File: src/design/ptc_pkg.sv
// shared constants and types of the projector trigger control
package ptc_pkg;

  // ************************************************************
  // timing
  // ************************************************************
  localparam int unsigned CLK_HZ            = 20_000_000;
  localparam int unsigned SHORT_PULSE_MS    = 25;
  localparam int unsigned SHORT_PULSE_CYC   = (CLK_HZ / 1000) * SHORT_PULSE_MS;
  localparam int unsigned MIN_OFF_MS        = 25;
  localparam int unsigned MIN_OFF_CYC       = (CLK_HZ / 1000) * MIN_OFF_MS;
  localparam int unsigned EVERY_MAX_MS      = 15;
  localparam int unsigned EVERY_MAX_CYC     = (CLK_HZ / 1000) * EVERY_MAX_MS;
  localparam int unsigned ALT_MAX_MS        = 18;
  localparam int unsigned ALT_MAX_CYC       = (CLK_HZ / 1000) * ALT_MAX_MS;

  // ************************************************************
  // analog figures, for reference only
  // ************************************************************
  localparam int unsigned FULL_CURRENT_MA   = 2200;
  localparam int unsigned REDUCED_CURRENT_MA = 400;
  localparam int unsigned REDUCED_PERCENT   = 18;
  localparam int unsigned OVERTEMP_DEG_C    = 75;

  // ************************************************************
  // reset values
  // ************************************************************
  localparam logic        RST_LEVEL         = 1'b0;
  localparam logic [2:0]  RST_COLOUR        = 3'h0;

  // ************************************************************
  // types
  // ************************************************************
  typedef enum logic [1:0] {
    PTC_IDLE    = 2'h0,
    PTC_FULL    = 2'h1,
    PTC_REDUCED = 2'h3
  } ptc_drive_e;

  typedef enum logic [1:0] {
    PTC_MODE_OFF       = 2'h0,
    PTC_MODE_EVERY     = 2'h1,
    PTC_MODE_ALTERNATE = 2'h3,
    PTC_MODE_HIGH      = 2'h2
  } ptc_mode_e;

  // status colour one-hot: bit 2 red, bit 1 blue, bit 0 green
  localparam logic [2:0]  COLOUR_RED        = 3'h4;
  localparam logic [2:0]  COLOUR_BLUE       = 3'h2;
  localparam logic [2:0]  COLOUR_GREEN      = 3'h1;

endpackage : ptc_pkg

File: src/design/ptc_link_if.sv
// connector signals between camera side and projector
`timescale 1ns/1ps
interface ptc_link_if;
  logic light_trigger;
  logic cam_in2;
  logic projector_ok;
  logic cam_out1;

  modport projector (
    input  light_trigger,
    input  cam_in2,
    output projector_ok,
    output cam_out1
  );

  modport camera (
    output light_trigger,
    output cam_in2,
    input  projector_ok,
    input  cam_out1
  );
endinterface : ptc_link_if

File: src/design/ptc_projector.sv
// projector end: light drive, status output and indicator, gpio mirrors
`timescale 1ns/1ps
module ptc_projector #(
  parameter int unsigned SHORT_CYC = ptc_pkg::SHORT_PULSE_CYC
) (
  // clock and reset
  input  wire logic       sys_clk,
  input  wire logic       reset_n,
  // camera-side connector
  ptc_link_if.projector   link,
  // robot-side connector
  input  wire logic       robot_in1,
  output logic            robot_exposure,
  output logic            robot_out2,
  // temperature sensor comparator, high above threshold
  input  wire logic       overtemp_in,
  // light source drive
  output logic            led_on,
  output logic            led_full,
  output logic            led_reduced,
  // status indicator, one-hot
  output logic [2:0]      colour
);
  // ************************************************************
  // parameter checks
  // ************************************************************
  initial begin
    if (SHORT_CYC < 2) $error("SHORT_CYC too small");
  end

  localparam int unsigned CW = $clog2(SHORT_CYC + 1);

  // ************************************************************
  // input synchronisers
  // ************************************************************
  logic trig_s;
  logic in2_s;
  logic rin1_s;
  logic hot_s;

  // filter swallows single-cycle glitches at the cost of one more cycle
  ptc_sync u_trig (
    .sys_clk  (sys_clk),
    .reset_n  (reset_n),
    .async_in (link.light_trigger),
    .sync_out (trig_s)
  );

  ptc_sync u_in2 (
    .sys_clk  (sys_clk),
    .reset_n  (reset_n),
    .async_in (link.cam_in2),
    .sync_out (in2_s)
  );

  ptc_sync u_rin1 (
    .sys_clk  (sys_clk),
    .reset_n  (reset_n),
    .async_in (robot_in1),
    .sync_out (rin1_s)
  );

  ptc_sync u_hot (
    .sys_clk  (sys_clk),
    .reset_n  (reset_n),
    .async_in (overtemp_in),
    .sync_out (hot_s)
  );

  // ************************************************************
  // pulse timing
  // ************************************************************
  ptc_pkg::ptc_drive_e state_r;
  ptc_pkg::ptc_drive_e state_nxt;
  logic [CW-1:0]       cnt_r;
  logic [CW-1:0]       cnt_nxt;

  // counter saturates so an over-long pulse never wraps back to full
  wire limit_hit = (cnt_r >= CW'(SHORT_CYC - 1));

  always_comb begin
    state_nxt = state_r;
    cnt_nxt   = cnt_r;
    unique case (state_r)
      ptc_pkg::PTC_IDLE: begin
        cnt_nxt = '0;
        if (trig_s) begin
          state_nxt = ptc_pkg::PTC_FULL;
        end
      end
      ptc_pkg::PTC_FULL: begin
        if (!trig_s) begin
          state_nxt = ptc_pkg::PTC_IDLE;
        end else if (limit_hit) begin
          state_nxt = ptc_pkg::PTC_REDUCED;
        end else begin
          cnt_nxt = cnt_r + CW'(1);
        end
      end
      ptc_pkg::PTC_REDUCED: begin
        if (!trig_s) begin
          state_nxt = ptc_pkg::PTC_IDLE;
        end
      end
      default: begin
        state_nxt = ptc_pkg::PTC_IDLE;
      end
    endcase
  end

  wire lit_nxt     = (state_nxt != ptc_pkg::PTC_IDLE);
  wire full_nxt    = (state_nxt == ptc_pkg::PTC_FULL);
  wire reduced_nxt = (state_nxt == ptc_pkg::PTC_REDUCED);

  // red wins, then blue, then green
  function automatic logic [2:0] colour_of(input logic hot, input logic lit);
    if (hot) begin
      return ptc_pkg::COLOUR_RED;
    end else if (lit) begin
      return ptc_pkg::COLOUR_BLUE;
    end
    return ptc_pkg::COLOUR_GREEN;
  endfunction : colour_of

  wire [2:0] colour_nxt = colour_of(hot_s, lit_nxt);

  // ************************************************************
  // status and mirror next values
  // ************************************************************
  // present output follows the filtered temperature, not the raw pin
  wire ok_nxt       = !hot_s;
  wire cam_out1_nxt = rin1_s;
  wire expo_nxt     = trig_s;
  wire out2_nxt     = in2_s;

  // ************************************************************
  // registers
  // ************************************************************
  always_ff @(posedge sys_clk or negedge reset_n) begin
    if (!reset_n) begin
      state_r <= ptc_pkg::PTC_IDLE;
      cnt_r   <= '0;
    end else begin
      state_r <= state_nxt;
      cnt_r   <= cnt_nxt;
    end
  end

  // ************************************************************
  // light drive
  // ************************************************************
  always_ff @(posedge sys_clk or negedge reset_n) begin
    if (!reset_n) begin
      led_on      <= ptc_pkg::RST_LEVEL;
      led_full    <= ptc_pkg::RST_LEVEL;
      led_reduced <= ptc_pkg::RST_LEVEL;
    end else begin
      led_on      <= lit_nxt;
      led_full    <= full_nxt;
      led_reduced <= reduced_nxt;
    end
  end

  // ************************************************************
  // status indicator and present output
  // ************************************************************
  always_ff @(posedge sys_clk or negedge reset_n) begin
    if (!reset_n) begin
      colour            <= ptc_pkg::RST_COLOUR;
      link.projector_ok <= ptc_pkg::RST_LEVEL;
    end else begin
      colour            <= colour_nxt;
      link.projector_ok <= ok_nxt;
    end
  end

  // ************************************************************
  // gpio mirrors
  // ************************************************************
  // plain level copies; each shares the trigger's filter latency
  always_ff @(posedge sys_clk or negedge reset_n) begin
    if (!reset_n) begin
      link.cam_out1  <= ptc_pkg::RST_LEVEL;
      robot_exposure <= ptc_pkg::RST_LEVEL;
      robot_out2     <= ptc_pkg::RST_LEVEL;
    end else begin
      link.cam_out1  <= cam_out1_nxt;
      robot_exposure <= expo_nxt;
      robot_out2     <= out2_nxt;
    end
  end
endmodule : ptc_projector

File: src/design/ptc_sync.sv
// three-stage synchroniser with agreement filter
`timescale 1ns/1ps
module ptc_sync (
  // clock and reset
  input  wire logic sys_clk,
  input  wire logic reset_n,
  // data
  input  wire logic async_in,
  output logic      sync_out
);
  logic [2:0] stage_r;

  // only stages 1 and 2 are compared; stage 0 feeds stage 1 alone
  wire agree = (stage_r[1] == stage_r[2]);

  always_ff @(posedge sys_clk or negedge reset_n) begin
    if (!reset_n) begin
      stage_r  <= 3'h0;
      sync_out <= ptc_pkg::RST_LEVEL;
    end else begin
      stage_r  <= {stage_r[1:0], async_in};
      if (agree) begin
        sync_out <= stage_r[2];
      end
    end
  end
endmodule : ptc_sync

File: src/flat_wrapper.sv
// flat-port wrapper written by rule: the top's interface ports become plain ports
module ptc_projector_flat 
#(
  parameter int unsigned SHORT_CYC = ptc_pkg::SHORT_PULSE_CYC
)
  (sys_clk, reset_n, robot_in1, robot_exposure, robot_out2, overtemp_in, led_on, led_full, led_reduced, colour, link_light_trigger, link_cam_in2, link_projector_ok, link_cam_out1);
  ptc_link_if link_i ();
  input  wire logic sys_clk;
  input  wire logic reset_n;
  input  wire logic robot_in1;
  output logic robot_exposure;
  output logic robot_out2;
  input  wire logic overtemp_in;
  output logic led_on;
  output logic led_full;
  output logic led_reduced;
  output logic [2:0] colour;
  input wire logic [$bits(link_i.light_trigger)-1:0] link_light_trigger;
  input wire logic [$bits(link_i.cam_in2)-1:0] link_cam_in2;
  output wire logic [$bits(link_i.projector_ok)-1:0] link_projector_ok;
  output wire logic [$bits(link_i.cam_out1)-1:0] link_cam_out1;
  assign link_i.light_trigger = link_light_trigger;
  assign link_i.cam_in2 = link_cam_in2;
  assign link_projector_ok = link_i.projector_ok;
  assign link_cam_out1 = link_i.cam_out1;
  ptc_projector #(.SHORT_CYC(SHORT_CYC)) u_core (.sys_clk(sys_clk), .reset_n(reset_n), .link(link_i), .robot_in1(robot_in1), .robot_exposure(robot_exposure), .robot_out2(robot_out2), .overtemp_in(overtemp_in), .led_on(led_on), .led_full(led_full), .led_reduced(led_reduced), .colour(colour));
endmodule
File: config.mk
export PLATFORM = sky130hd
export DESIGN_NAME = ptc_projector_flat
export DESIGN_NICKNAME = d
export VERILOG_FILES = /design/src/design/ptc_pkg.sv /design/src/design/ptc_link_if.sv /design/src/design/ptc_projector.sv /design/src/design/ptc_sync.sv /design/src/flat_wrapper.sv
export SDC_FILE = /design/constraint.sdc
export NUM_CORES = 1
export LEC_CHECK = 0
export ABC_CLOCK_PERIOD_IN_PS = 5900
export BUFFER_PORTS_ARGS = -buffer_cell sky130_fd_sc_hd__buf_2
export CORE_ASPECT_RATIO = 1.1
export CORE_MARGIN = 2
export CORE_UTILIZATION = 23
export DETAILED_ROUTE_END_ITERATION = 6
export HOLD_SLACK_MARGIN = 0.03
export SYNTH_ARGS = -nofsm -noshare
export SYNTH_HDL_FRONTEND = slang
export SYNTH_SLANG_ARGS = --single-unit
File: constraint.sdc
create_clock -name sys_clk -period 5.9 [get_ports sys_clk]
set_input_delay 0.59 -clock sys_clk [delete_from_list [all_inputs] [get_ports sys_clk]]
set_output_delay 0.59 -clock sys_clk [all_outputs]
set_load 0.005 [all_outputs]
==> reports/metrics.yaml, run 1 <==
timing:
  drv_slew: 0
  relSlewSlack: 0.3269
  rsz0062_at_grt: "false"
  setup_viol: 0
  fin_setup_tns_ps: 0
  skew_ps: 5.102
  finalCritPeriodShare: 0.4126
  fmax_mhz: 410.7
  worst_pin_slew_ps: 1010
  finalCriticalPeriod_ps: 2435
  hold_viol: 0
grt:
  grt_remaining_overflow: 0
  grt_use_total: 0.08814
  grt_max_degree: 48
  antenna_found_initial: 0
  grt_pass1_wl_um: 6534
  grt_pass1_vias: 1360
route:
  avgViaCountPerCell: 4.537
  vias: 1402
  first_iter_violations: 92
  ant_nets: 0
  drc: 0
  m1WireLength_um: 1751
  routed.top_layer: "met4"
  dr_wl_met3_um: 136
  wl_um: 3698
  drt_first_pass_iters: 4
  routed-wl-met2_um: 1716
  routedWlPerCell_um: 11.97
clocking:
  cts_tree: "done"
  cts_max_level: 2
  post-cts-setup-buffers: 0
  clkTransAtPathRegs_ps: 80
  cts_hold_buf: 0
  cts_buffers: 5
  clock_path_buffers: 2
  clk_latency_ps: 290
  cts_root_buf: "clkbuf_8"
  cts.sinks: 47
  post_cts_resize_count: 0
setup_path:
  worst_path_max_delay_cell: "or4_4"
  path_delay_family: "simple AND/OR/NAND/NOR gates"
  crit_path_max_fanout: 23
  crit_chain: "or4_4, or4_4, a21oi_4, or4_1, mux2i_1"
  arrival_ps: 2660
  worst_setup_path_start_kind: "flip-flop"
  critPathRequiredTime_ps: 6120
  cp_num_buf_inv: 0
  cp_common_cell: "or4_4"
  cp-end-kind: "flip-flop"
  slowest_delay_ps: 560
  critical_path_class: "flip-flop to flip-flop"
logic_synthesis:
  ys_ff_latch: 47
  async_flop_share: 1.000
  avgSynthCellArea_um2: 11.53
  syn_nets: 185
  synth_fa_ha_area_frac: 0.02561
  synth_edf_count: 0
  synth.distinct_cells: 42
  yosysSeqAreaShare: 0.5732
  synthSimpleGateAreaFrac: 0.1927
  syn_area_um2: 2052
  muxShareOfSynthArea: 0.01951
  syn_inst: 178
  synth-xor-area-share: 0
  yosys_warnings: 0
  synth_ff_type: "dfrtp_1"
  synth-compound-area-share: 0.1610
  synth_top_family_by_area: "simple AND/OR/NAND/NOR gates"
pwr:
  p_per_area_nw_per_um2: 266.7
  vdd_drop_max_mv: 0.08594
  leakagePower_uw: 0.0009955
finish:
  final_nets: 202
  area_growth_pct: 13.90
  num_antenna_cells: 0
  final_area_um2: 2337
  drive_above_1_share: 0.2051
placed_design:
  post_dp_cell_area_um2: 2231
  port_buffers: 15
  gp_congestion: 0.8445
  hpwl_um: 2536
die:
  core_region_area_um2: 8783
  die_height_um: 103.1
  dieArea_um2: 9694
  start_util: 0.2336
  die_x_um: 94.06
  ios: 16
  rows: 36
run:
  cap_violations: 0
outcome:
  outcome: "finished clean"
worst_hold_path:
  hold_path_class: "flip-flop to flip-flop"
[final cells by class]
type                            count  area, µm²
Sequential cell                    47       1176
Fill cell                         921       6446
Multi-Input combinational cell    122      818.3
Inverter                            3      11.26
Tap cell                          114      142.6
Clock inverter                      2      37.54
Timing Repair Buffer               16      82.58
Clock buffer                        5      68.82
[worst reg2reg max path, cell delays in order (launching register included)]
cell	delay, ps
dfrtp_1	450
or4_4	550
or4_4	560
a21oi_4	430
or4_1	210
mux2i_1	170
[layout by cell type (no fill, tap or decap), drive strengths merged, types with 2 or more instances in the layout]
cell    instances
dfrtp          47
nand2          21
buf            16
a21oi          15
or4            10
nor2            7
nand3           6
o31ai           6
nand2b          5
clkbuf          5
nand4           4
maj3            4
o21ai           4
or3             4
mux2i           4
inv             3
and2            3
and3            3
a21boi          2
or2             2
o211a           2
nor2b           2
nor3            2
a31o            2
a211oi          2
[stage by stage]
step | hold WS (ps) | power [µW] | instances | setup WS [ps] | utilization
floorplan | 294.4 | 384.4 | 178 | 3738 | -
global placement | 335.7 | 400.9 | 302 | 3507 | 0.2540
detailed placement | 335.6 | 403.1 | 302 | 3474 | 0.2540
CTS | 356.0 | 635.2 | 309 | 3449 | 0.2661
global route | 368.4 | 658.8 | 309 | 3335 | 0.2661
finish | 352.0 | 623.2 | 309 | 3465 | 0.2661
[worst paths after layout]
| check | start | to | slack, ps | cells after the start |
|---|---|---|---|---|
| max reg2reg | u_core.cnt_r[9]$_DFFE_PN0P_ | u_core.cnt_r[10]$_DFFE_PN0P_ | 3470 | 5 |
| min | u_core.u_in2.stage_r[0]$_DFF_PN0_ | u_core.u_in2.stage_r[1]$_DFF_PN0_ | 350 | 0 |
| max | u_core.cnt_r[9]$_DFFE_PN0P_ | u_core.cnt_r[10]$_DFFE_PN0P_ | 3470 | 5 |
| max in group asynchronous | reset_n | u_core.link.projector_ok$_DFF_PN0_ | 4820 | 1 |
| min in group asynchronous | reset_n | u_core.robot_out2$_DFF_PN0_ | 460 | 1 |
| min reg2reg | u_core.u_in2.stage_r[0]$_DFF_PN0_ | u_core.u_in2.stage_r[1]$_DFF_PN0_ | 350 | 0 |
[layer usage]
layer | up-vias | GRT usage
li1 | 682 | -
met1 | 694 | 0.1065
met2 | 20 | 0.1440
met3 | 6 | 0.02193
met4 | 0 | 0.05017
met5 | - | 0
[cells in the mapped netlist (3+ instances only)]
master	number	area, µm²
and3_1	3	18.77
or3_1	4	25.02
nor2_1	7	26.28
nand3_1	6	30.03
o31ai_1	6	45.04
maj3_1	4	40.04
o21ai_1	4	20.02
dfrtp_1	47	1176
mux2i_1	4	40.04
nand2b_1	5	31.28
inv_1	3	11.26
a21oi_2	10	87.58
a21oi_1	4	20.02
nand2_1	21	78.83
clkbuf_1	4	15.01
nand4_1	4	25.02
or4_1	8	60.06
and2_1	3	18.77
[state kept, by name (all words and copies together), names as in the netlist, 2 cells and up]
signal / flops
u_core.cnt_r: 19
u_core.u_in2.stage_r: 3
u_core.state_r: 2
u_core.colour: 3
u_core.u_trig.stage_r: 3
u_core.u_rin1.stage_r: 3
u_core.u_hot.stage_r: 3
[cell families (layout without fill, tap and decap cells)]
group,after synthesis,count (layout)
flip-flops,47,47
adder cells (fa/ha/maj),5,5
AND/OR/NAND/NOR,72,72
buffers and inverters,9,26
AO/OA/AOI/OAI,41,41
multiplexers,4,4
[power by group]
part | internal, µW | total, µW | switching, µW | leakage (µW)
Sequential | 338 | 347 | 9.00 | 0.000598
Combinational | 16.9 | 48.0 | 31.0 | 0.000347
Clock | 124 | 228 | 104 | 0.0000502
Total | 479 | 623 | 144 | 0.000995
Power figures use the tool's default switching activity.
==> run 2: changes to the inputs <==
--- a/config.mk
+++ b/config.mk
@@ -5,7 +5,7 @@
 export SDC_FILE = /design/constraint.sdc
 export NUM_CORES = 1
 export LEC_CHECK = 0
-export ABC_CLOCK_PERIOD_IN_PS = 5900
+export ABC_CLOCK_PERIOD_IN_PS = 2300
 export BUFFER_PORTS_ARGS = -buffer_cell sky130_fd_sc_hd__buf_2
 export CORE_ASPECT_RATIO = 1.1
 export CORE_MARGIN = 2
==> constraint.sdc (replaced) <==
create_clock -name sys_clk -period 2.3 [get_ports sys_clk]
set_input_delay 0.23 -clock sys_clk [delete_from_list [all_inputs] [get_ports sys_clk]]
set_output_delay 0.23 -clock sys_clk [all_outputs]
set_load 0.005 [all_outputs]
==> run 2 against run 1 <==
Compared with the run above: critical endpoint unchanged; sequential cell count is the same; routed wire length grew 8.1%; critical path depth grew 1; via count grew 3.0%; clock-buffer cell count grew 1; highest routed layer unchanged; hold slack gained 2.0 ps; utilization grew 1.2 points.
==> reports/metrics.yaml, run 2 (synthesis results as in run 1) <==
outcome:
  outcome: "finished clean"
run:
  cap_violations: 0  # unchanged
route:
  wl_um: 3996  # +8.1%
  avgViaCountPerCell: 4.471  # -1.5%
  m1WireLength_um: 1842  # +5.2%
  first_iter_violations: 91  # -1.1%
  drt_first_pass_iters: 4  # unchanged
  dr_wl_met3_um: 129  # -5.1%
  routedWlPerCell_um: 12.37  # +3.4%
  drc: 0  # unchanged
  vias: 1444  # +3.0%
  routed-wl-met2_um: 1941  # +13%
  ant_nets: 0  # unchanged
  routed.top_layer: "met4"
worst_hold_path:
  hold_path_class: "flip-flop to flip-flop"
finish:
  regMostFlops: "u_core.cnt_r"
  final_area_um2: 2444  # +4.6%
  num_antenna_cells: 0  # unchanged
  drive_above_1_share: 0.2297  # +0.02454
  largest_reg_flops: 19  # unchanged
  area_growth_pct: 19.09
  final_cell_mix: "dfrtp_1 (47), nand2_1 (21), buf_2 (15)"
  final_common_cell: "dfrtp_1"
  n_fill_cell: 904  # -1.8%
  final_nets: 215  # +6.4%
clocking:
  clk_latency_ps: 310  # +20 ps
  post_cts_resize_count: 0  # unchanged
  cts.sinks: 47  # unchanged
  clock_path_buffers: 2  # unchanged
  post-cts-setup-buffers: 0  # unchanged
  cts_tree: "done"
  clkTransAtPathRegs_ps: 90  # about the same
  cts_hold_buf: 5  # +5
  cts_root_buf: "clkbuf_8"
  cts_max_level: 2  # unchanged
  cts_buffers: 5  # unchanged
timing:
  finalCritPeriodShare: 0.9609  # +0.5482
  setup_viol: 0  # unchanged
  skew_ps: 6.060  # +0.9581 ps
  hold_viol: 0  # unchanged
  fin_ws_ps: 89.98  # -3375 ps
  fmax_mhz: 452.5  # +10%
  worst_pin_slew_ps: 632.5  # -377.1 ps
  fin_setup_tns_ps: 0  # unchanged
  finalCriticalPeriod_ps: 2210  # -224.6 ps
  relSlewSlack: 0.5768  # +0.2499
  rsz0062_at_grt: "false"
  drv_slew: 0  # unchanged
setup_path:
  arrival_ps: 2450  # -210 ps
  critical_path_class: "flip-flop to flip-flop"
  cp-end-kind: "flip-flop"
  worst_setup_path_start_kind: "flip-flop"
  critPathRequiredTime_ps: 2540  # -3580 ps
  crit_path_max_fanout: 23  # unchanged
pwr:
  p_per_area_nw_per_um2: 634.2  # +140%
  leakagePower_uw: 0.001057  # +6.1%
  vdd_drop_max_mv: 0.2129  # +150%
placed_design:
  post_dp_cell_area_um2: 2303  # +3.3%
  dp_slack_ps: 113.3  # -3361 ps
  gp_congestion: 0.9221  # +9.2%
  port_buffers: 15  # unchanged
  hpwl_um: 2850  # +12%
grt:
  grt_max_degree: 28  # -42%
  grt_remaining_overflow: 0  # unchanged
  grt_pass1_wl_um: 7127  # +9.1%
  grt_use_total: 0.09485  # +0.006713
  antenna_found_initial: 0  # unchanged
  grt_pass1_vias: 1482  # +9.0%
die:
  rows: 36  # unchanged
  dieArea_um2: 9694  # unchanged
  ios: 16  # unchanged
  die_x_um: 94.06  # unchanged
  start_util: 0.2336  # unchanged
  core_region_area_um2: 8783  # unchanged
  die_height_um: 103.1  # unchanged
[run 2: cell types whose count changed in the layout (fill, tap and decap cells not counted), sizes merged]
cell and delta:
clkinv +2, buf +8, dlygate4sd3 +5, clkbuf +1
clkinvlp -1, bufinv -1
[run 2: final timing paths]
kind                                                    from                            endpoint  slack (ps)  depth (start not counted)
min                        u_core.u_in2.stage_r[0]$_DFF_PN0_   u_core.u_in2.stage_r[1]$_DFF_PN0_         350                          0
max in group asynchronous                            reset_n  u_core.u_trig.stage_r[0]$_DFF_PN0_        1280                          3
min reg2reg                u_core.u_in2.stage_r[0]$_DFF_PN0_   u_core.u_in2.stage_r[1]$_DFF_PN0_         350                          0
max reg2reg                      u_core.cnt_r[7]$_DFFE_PN0P_        u_core.cnt_r[10]$_DFFE_PN0P_          90                          6
max                              u_core.cnt_r[7]$_DFFE_PN0P_        u_core.cnt_r[10]$_DFFE_PN0P_          90                          6
min in group asynchronous                            reset_n           u_core.led_full$_DFF_PN0_         440                          2
[run 2: metal layers]
metal  up-vias  GRT usage
met5         -          0
met4         0    0.04571
met3         6    0.02632
met2        16     0.1571
met1       706     0.1144
li1        716          -
[run 2: area by class of cell]
cell class	instances	area, µm²	area share
clock buffers	6	72.57	0.02970
inverters	3	11.26	0.004608
repair buffers	29	205.2	0.08397
well taps	114	142.6	0.05837
multi-input cells	122	818.3	0.3349
flip-flops and latches	47	1176	0.4813
clock inverters	2	17.52	0.007168
[run 2: stage by stage]
stage	util	hold WS, ps	std cells	total power (µW)
after global routing	0.2782	367.7	323	1612
final	0.2782	354.0	323	1550
after CTS	0.2782	357.4	323	1567
after global placement	0.2623	266.2	310	1043
after floorplan	-	-65.59	178	986.0
after detailed placement	0.2623	265.6	310	1046
[run 2: worst max-delay path, cell delays in order (launching register included)]
cell and delay [ps]:
dfrtp_1 440, or4_4 510, or4_4 560, a21oi_4 160, buf_12 160, or4_1 130
mux2i_1 170
[run 2: where the power goes]
part / internal (µW) / switching [µW]
logic: 60.2 / 81.5
clock network: 219 / 297
registers: 867 / 24.9
total: 1150 / 404
==> run 3: changes to the inputs <==
--- a/config.mk
+++ b/config.mk
@@ -5,11 +5,13 @@
 export SDC_FILE = /design/constraint.sdc
 export NUM_CORES = 1
 export LEC_CHECK = 0
+export ABC_AREA = 1
 export ABC_CLOCK_PERIOD_IN_PS = 2300
 export BUFFER_PORTS_ARGS = -buffer_cell sky130_fd_sc_hd__buf_2
 export CORE_ASPECT_RATIO = 1.1
 export CORE_MARGIN = 2
 export CORE_UTILIZATION = 23
+export CTS_CLUSTER_SIZE = 12
 export DETAILED_ROUTE_END_ITERATION = 6
 export HOLD_SLACK_MARGIN = 0.03
 export SYNTH_ARGS = -nofsm -noshare
==> run 3 against run 2 <==
Compared with the run above: maximum frequency increased by 19%; sequential share of layout area decreased by 4.1 points; highest routed layer unchanged; via count increased by 30%; clock power increased by 14%; clock-buffer cell count decreased by 1; hold slack about the same; design area increased by 9.4%; non-clock buffer count decreased by 7; routed wire length increased by 19%; critical endpoint is now u_core.cnt_r[16]$_DFFE_PN0P_; power increased by 9.0%; synthesized cell count increased by 67%.
==> reports/metrics.yaml, run 3 <==
outcome:
  outcome: "finished clean"
logic_synthesis:
  synth_edf_count: 0  # unchanged
  syn_nets: 304  # +64%
  yosysSeqAreaShare: 0.4979  # -0.07529
  synth_top_area_frac: 0.4979  # -0.07529
  synth_top_cells_by_count: "nand2_1 (87), nor2_1 (60), dfrtp_1 (47), nand3_1 (27), inv_1 (22)"
  yosys_warnings: 0  # unchanged
  synthTopCellsByArea: "dfrtp_1 (50%), nand2_1 (14%), nor2_1 (9.5%)"
  ys_ff_latch: 47  # unchanged
  yosysTopAreaCell: "dfrtp_1"
  syn_area_um2: 2362  # +15%
  synth_ff_type: "dfrtp_1"
  yosysMostFrequentCell: "nand2_1"
  synth.distinct_cells: 24  # -43%
  syn_inst: 297  # +67%
  avgSynthCellArea_um2: 7.954  # -31%
  async_flop_share: 1.000  # unchanged
die:
  start_util: 0.2377  # +0.004105
  ios: 16  # unchanged
  dieArea_um2: 11100  # +14%
  die_x_um: 100.6  # +7.0%
  rows: 38  # +5.6%
  die_height_um: 110.3  # +7.0%
  core_region_area_um2: 9937  # +13%
pwr:
  p_per_area_nw_per_um2: 632.3  # -0.30%
  vdd_drop_max_mv: 0.4365  # +110%
  p_total_uw: 1690  # +9.0%
  leakagePower_uw: 0.001250  # +18%
timing:
  finalCritPeriodShare: 0.8049  # -0.1560
  fmax_mhz: 540.2  # +19%
  fin_setup_tns_ps: 0  # unchanged
  setup_viol: 0  # unchanged
  relSlewSlack: 0.6239  # +0.04710
  drv_slew: 0  # unchanged
  hold_viol: 0  # unchanged
  rsz0062_at_grt: "false"
  finalCriticalPeriod_ps: 1851  # -358.8 ps
  worst_pin_slew_ps: 562.8  # -69.68 ps
  skew_ps: 6.361  # +0.3009 ps
finish:
  final_nets: 321  # +49%
  largest_reg_flops: 19  # unchanged
  area_growth_pct: 13.14
  num_antenna_cells: 0  # unchanged
  regMostFlops: "u_core.cnt_r"
  final_cell_mix: "nand2_1 (87), nor2_1 (60), dfrtp_1 (47)"
  regArea_um2: 1176  # unchanged
  final_common_cell: "nand2_1"
  drive_above_1_share: 0.1051  # -0.1246
  fin_cells: 434  # +34%
  n_fill_cell: 1060  # +17%
  final_area_um2: 2673  # +9.4%
  multi_input_area_um2: 1013  # +24%
worst_hold_path:
  hold_end: "u_core.u_in2.stage_r[1]$_DFF_PN0_"
  hold_path_class: "flip-flop to flip-flop"
  hold_depth: 0  # unchanged
  hold_start: "u_core.u_in2.stage_r[0]$_DFF_PN0_"
placed_design:
  gp_congestion: 0.8412  # -8.8%
  placed_cells: 422  # +36%
  port_buffers: 15  # unchanged
  post_dp_cell_area_um2: 2516  # +9.2%
  hpwl_um: 3389  # +19%
setup_path:
  critical_path_class: "flip-flop to flip-flop"
  cp-end-kind: "flip-flop"
  crit_path_max_fanout: 17  # -26%
  r2r_slack_ps: 450  # +360 ps
  reg2reg_depth: 8  # +2
  r2r_start: "u_core.cnt_r[0]$_DFFE_PN0P_"
  worstReg2RegEnd: "u_core.cnt_r[16]$_DFFE_PN0P_"
  cp-startpoint: "u_core.cnt_r[0]$_DFFE_PN0P_"
  critPathRequiredTime_ps: 2490  # -50 ps
  arrival_ps: 2040  # -410 ps
  worst_setup_path_start_kind: "flip-flop"
clocking:
  post_cts_resize_count: 0  # unchanged
  cts_tree: "done"
  clk_latency_ps: 300  # about the same
  cts_root_buf: "clkbuf_8"
  clock_path_buffers: 2  # unchanged
  cts_max_level: 2  # unchanged
  clkTransAtPathRegs_ps: 90  # about the same
  cts_buffers: 5  # unchanged
  cts.sinks: 47  # unchanged
grt:
  grt_use_met2: 0.1529  # -0.004286
  grt_pass1_wl_um: 8231  # +15%
  grt_util_met3: 0.01765  # -0.008661
  grt_use_total: 0.09092  # -0.003926
  grt_use_met1: 0.1178  # +0.003422
  gr-max-usage-layer: "met2"
  grt_pass1_vias: 1860  # +26%
  grt_max_degree: 32  # +14%
  antenna_found_initial: 0  # unchanged
  grt_remaining_overflow: 0  # unchanged
route:
  vias: 1884  # +30%
  ant_nets: 0  # unchanged
  avgViaCountPerCell: 4.341  # -2.9%
  drt_first_pass_iters: 4  # unchanged
  drc: 0  # unchanged
  wl_um: 4744  # +19%
  first_iter_violations: 117  # +29%
  routedWlPerCell_um: 10.93  # -12%
run:
  cap_violations: 0  # unchanged
[run 3: critical path: stages (launching register included)]
cell	delay, ps
dfrtp_1	440
ha_1	320
nand3_1	170
nor2_1	170
nand3_1	110
nand4_2	110
nand2_2	220
nand2_1	140
nand2_1	60
[run 3: layer usage]
layer | up-vias | wire [µm]
met5 | - | 0
met4 | 0 | 67
met3 | 9 | 200
met2 | 43 | 2278
met1 | 880 | 2198
li1 | 952 | -
[run 3: report_power, final]
group,switching (µW),internal (µW)
Clock,272,318
Combinational,117,60.4
Sequential,42.6,880
[run 3: how the worst max path moves through the flow]
| stage | to | slack (ps) | cells past startpoint |
|---|---|---|---|
| floorplan | u_core.cnt_r[9]$_DFFE_PN0P_ | 650 | 10 |
| global placement | u_core.cnt_r[15]$_DFFE_PN0P_ | 510 | 8 |
| detailed placement | u_core.cnt_r[16]$_DFFE_PN0P_ | 450 | 8 |
| CTS | u_core.cnt_r[16]$_DFFE_PN0P_ | 430 | 8 |
| global route | u_core.cnt_r[8]$_DFFE_PN0P_ | 260 | 8 |
| finish | u_core.cnt_r[16]$_DFFE_PN0P_ | 450 | 8 |
[run 3: final cells by class]
| cell class | instances | area share |
|---|---|---|
| clock inverters | 2 | 0.01404 |
| well taps | 120 | 0.05618 |
| repair buffers | 22 | 0.05243 |
| multi-input cells | 215 | 0.3792 |
| flip-flops and latches | 47 | 0.4401 |
| clock buffers | 5 | 0.02575 |
| inverters | 23 | 0.03230 |
[run 3: logic make-up (layout without fill, tap and decap cells)]
kind of cell,after synthesis,after routing,synth area share
simple gates,191,191,0.3443
flops,47,47,0.4979
buf+inv,35,52,0.07309
xor+xnor,14,14,0.05191
fa+ha+maj,5,5,0.02225
compound gates,5,5,0.01059
[run 3: timing repair]
action                                  in CTS  in global routing
setup buffers                                0                  0
endpoints found under the setup margin       0                  0
hold buffers                                 4                  1
hold endpoints to repair                    19                  1
[run 3: through the flow]
| stage | util | hold WS, ps | setup WS, ps |
|---|---|---|---|
| 2_1_floorplan | - | -65.59 | 653.0 |
| 3_5_place_dp | 0.2532 | 163.0 | 445.2 |
| 3_3_place_gp | 0.2532 | 158.5 | 514.3 |
| 6_report | 0.2690 | 354.0 | 448.8 |
| 4_1_cts | 0.2679 | 31.43 | 426.7 |
| 5_1_grt | 0.2690 | 362.5 | 261.8 |
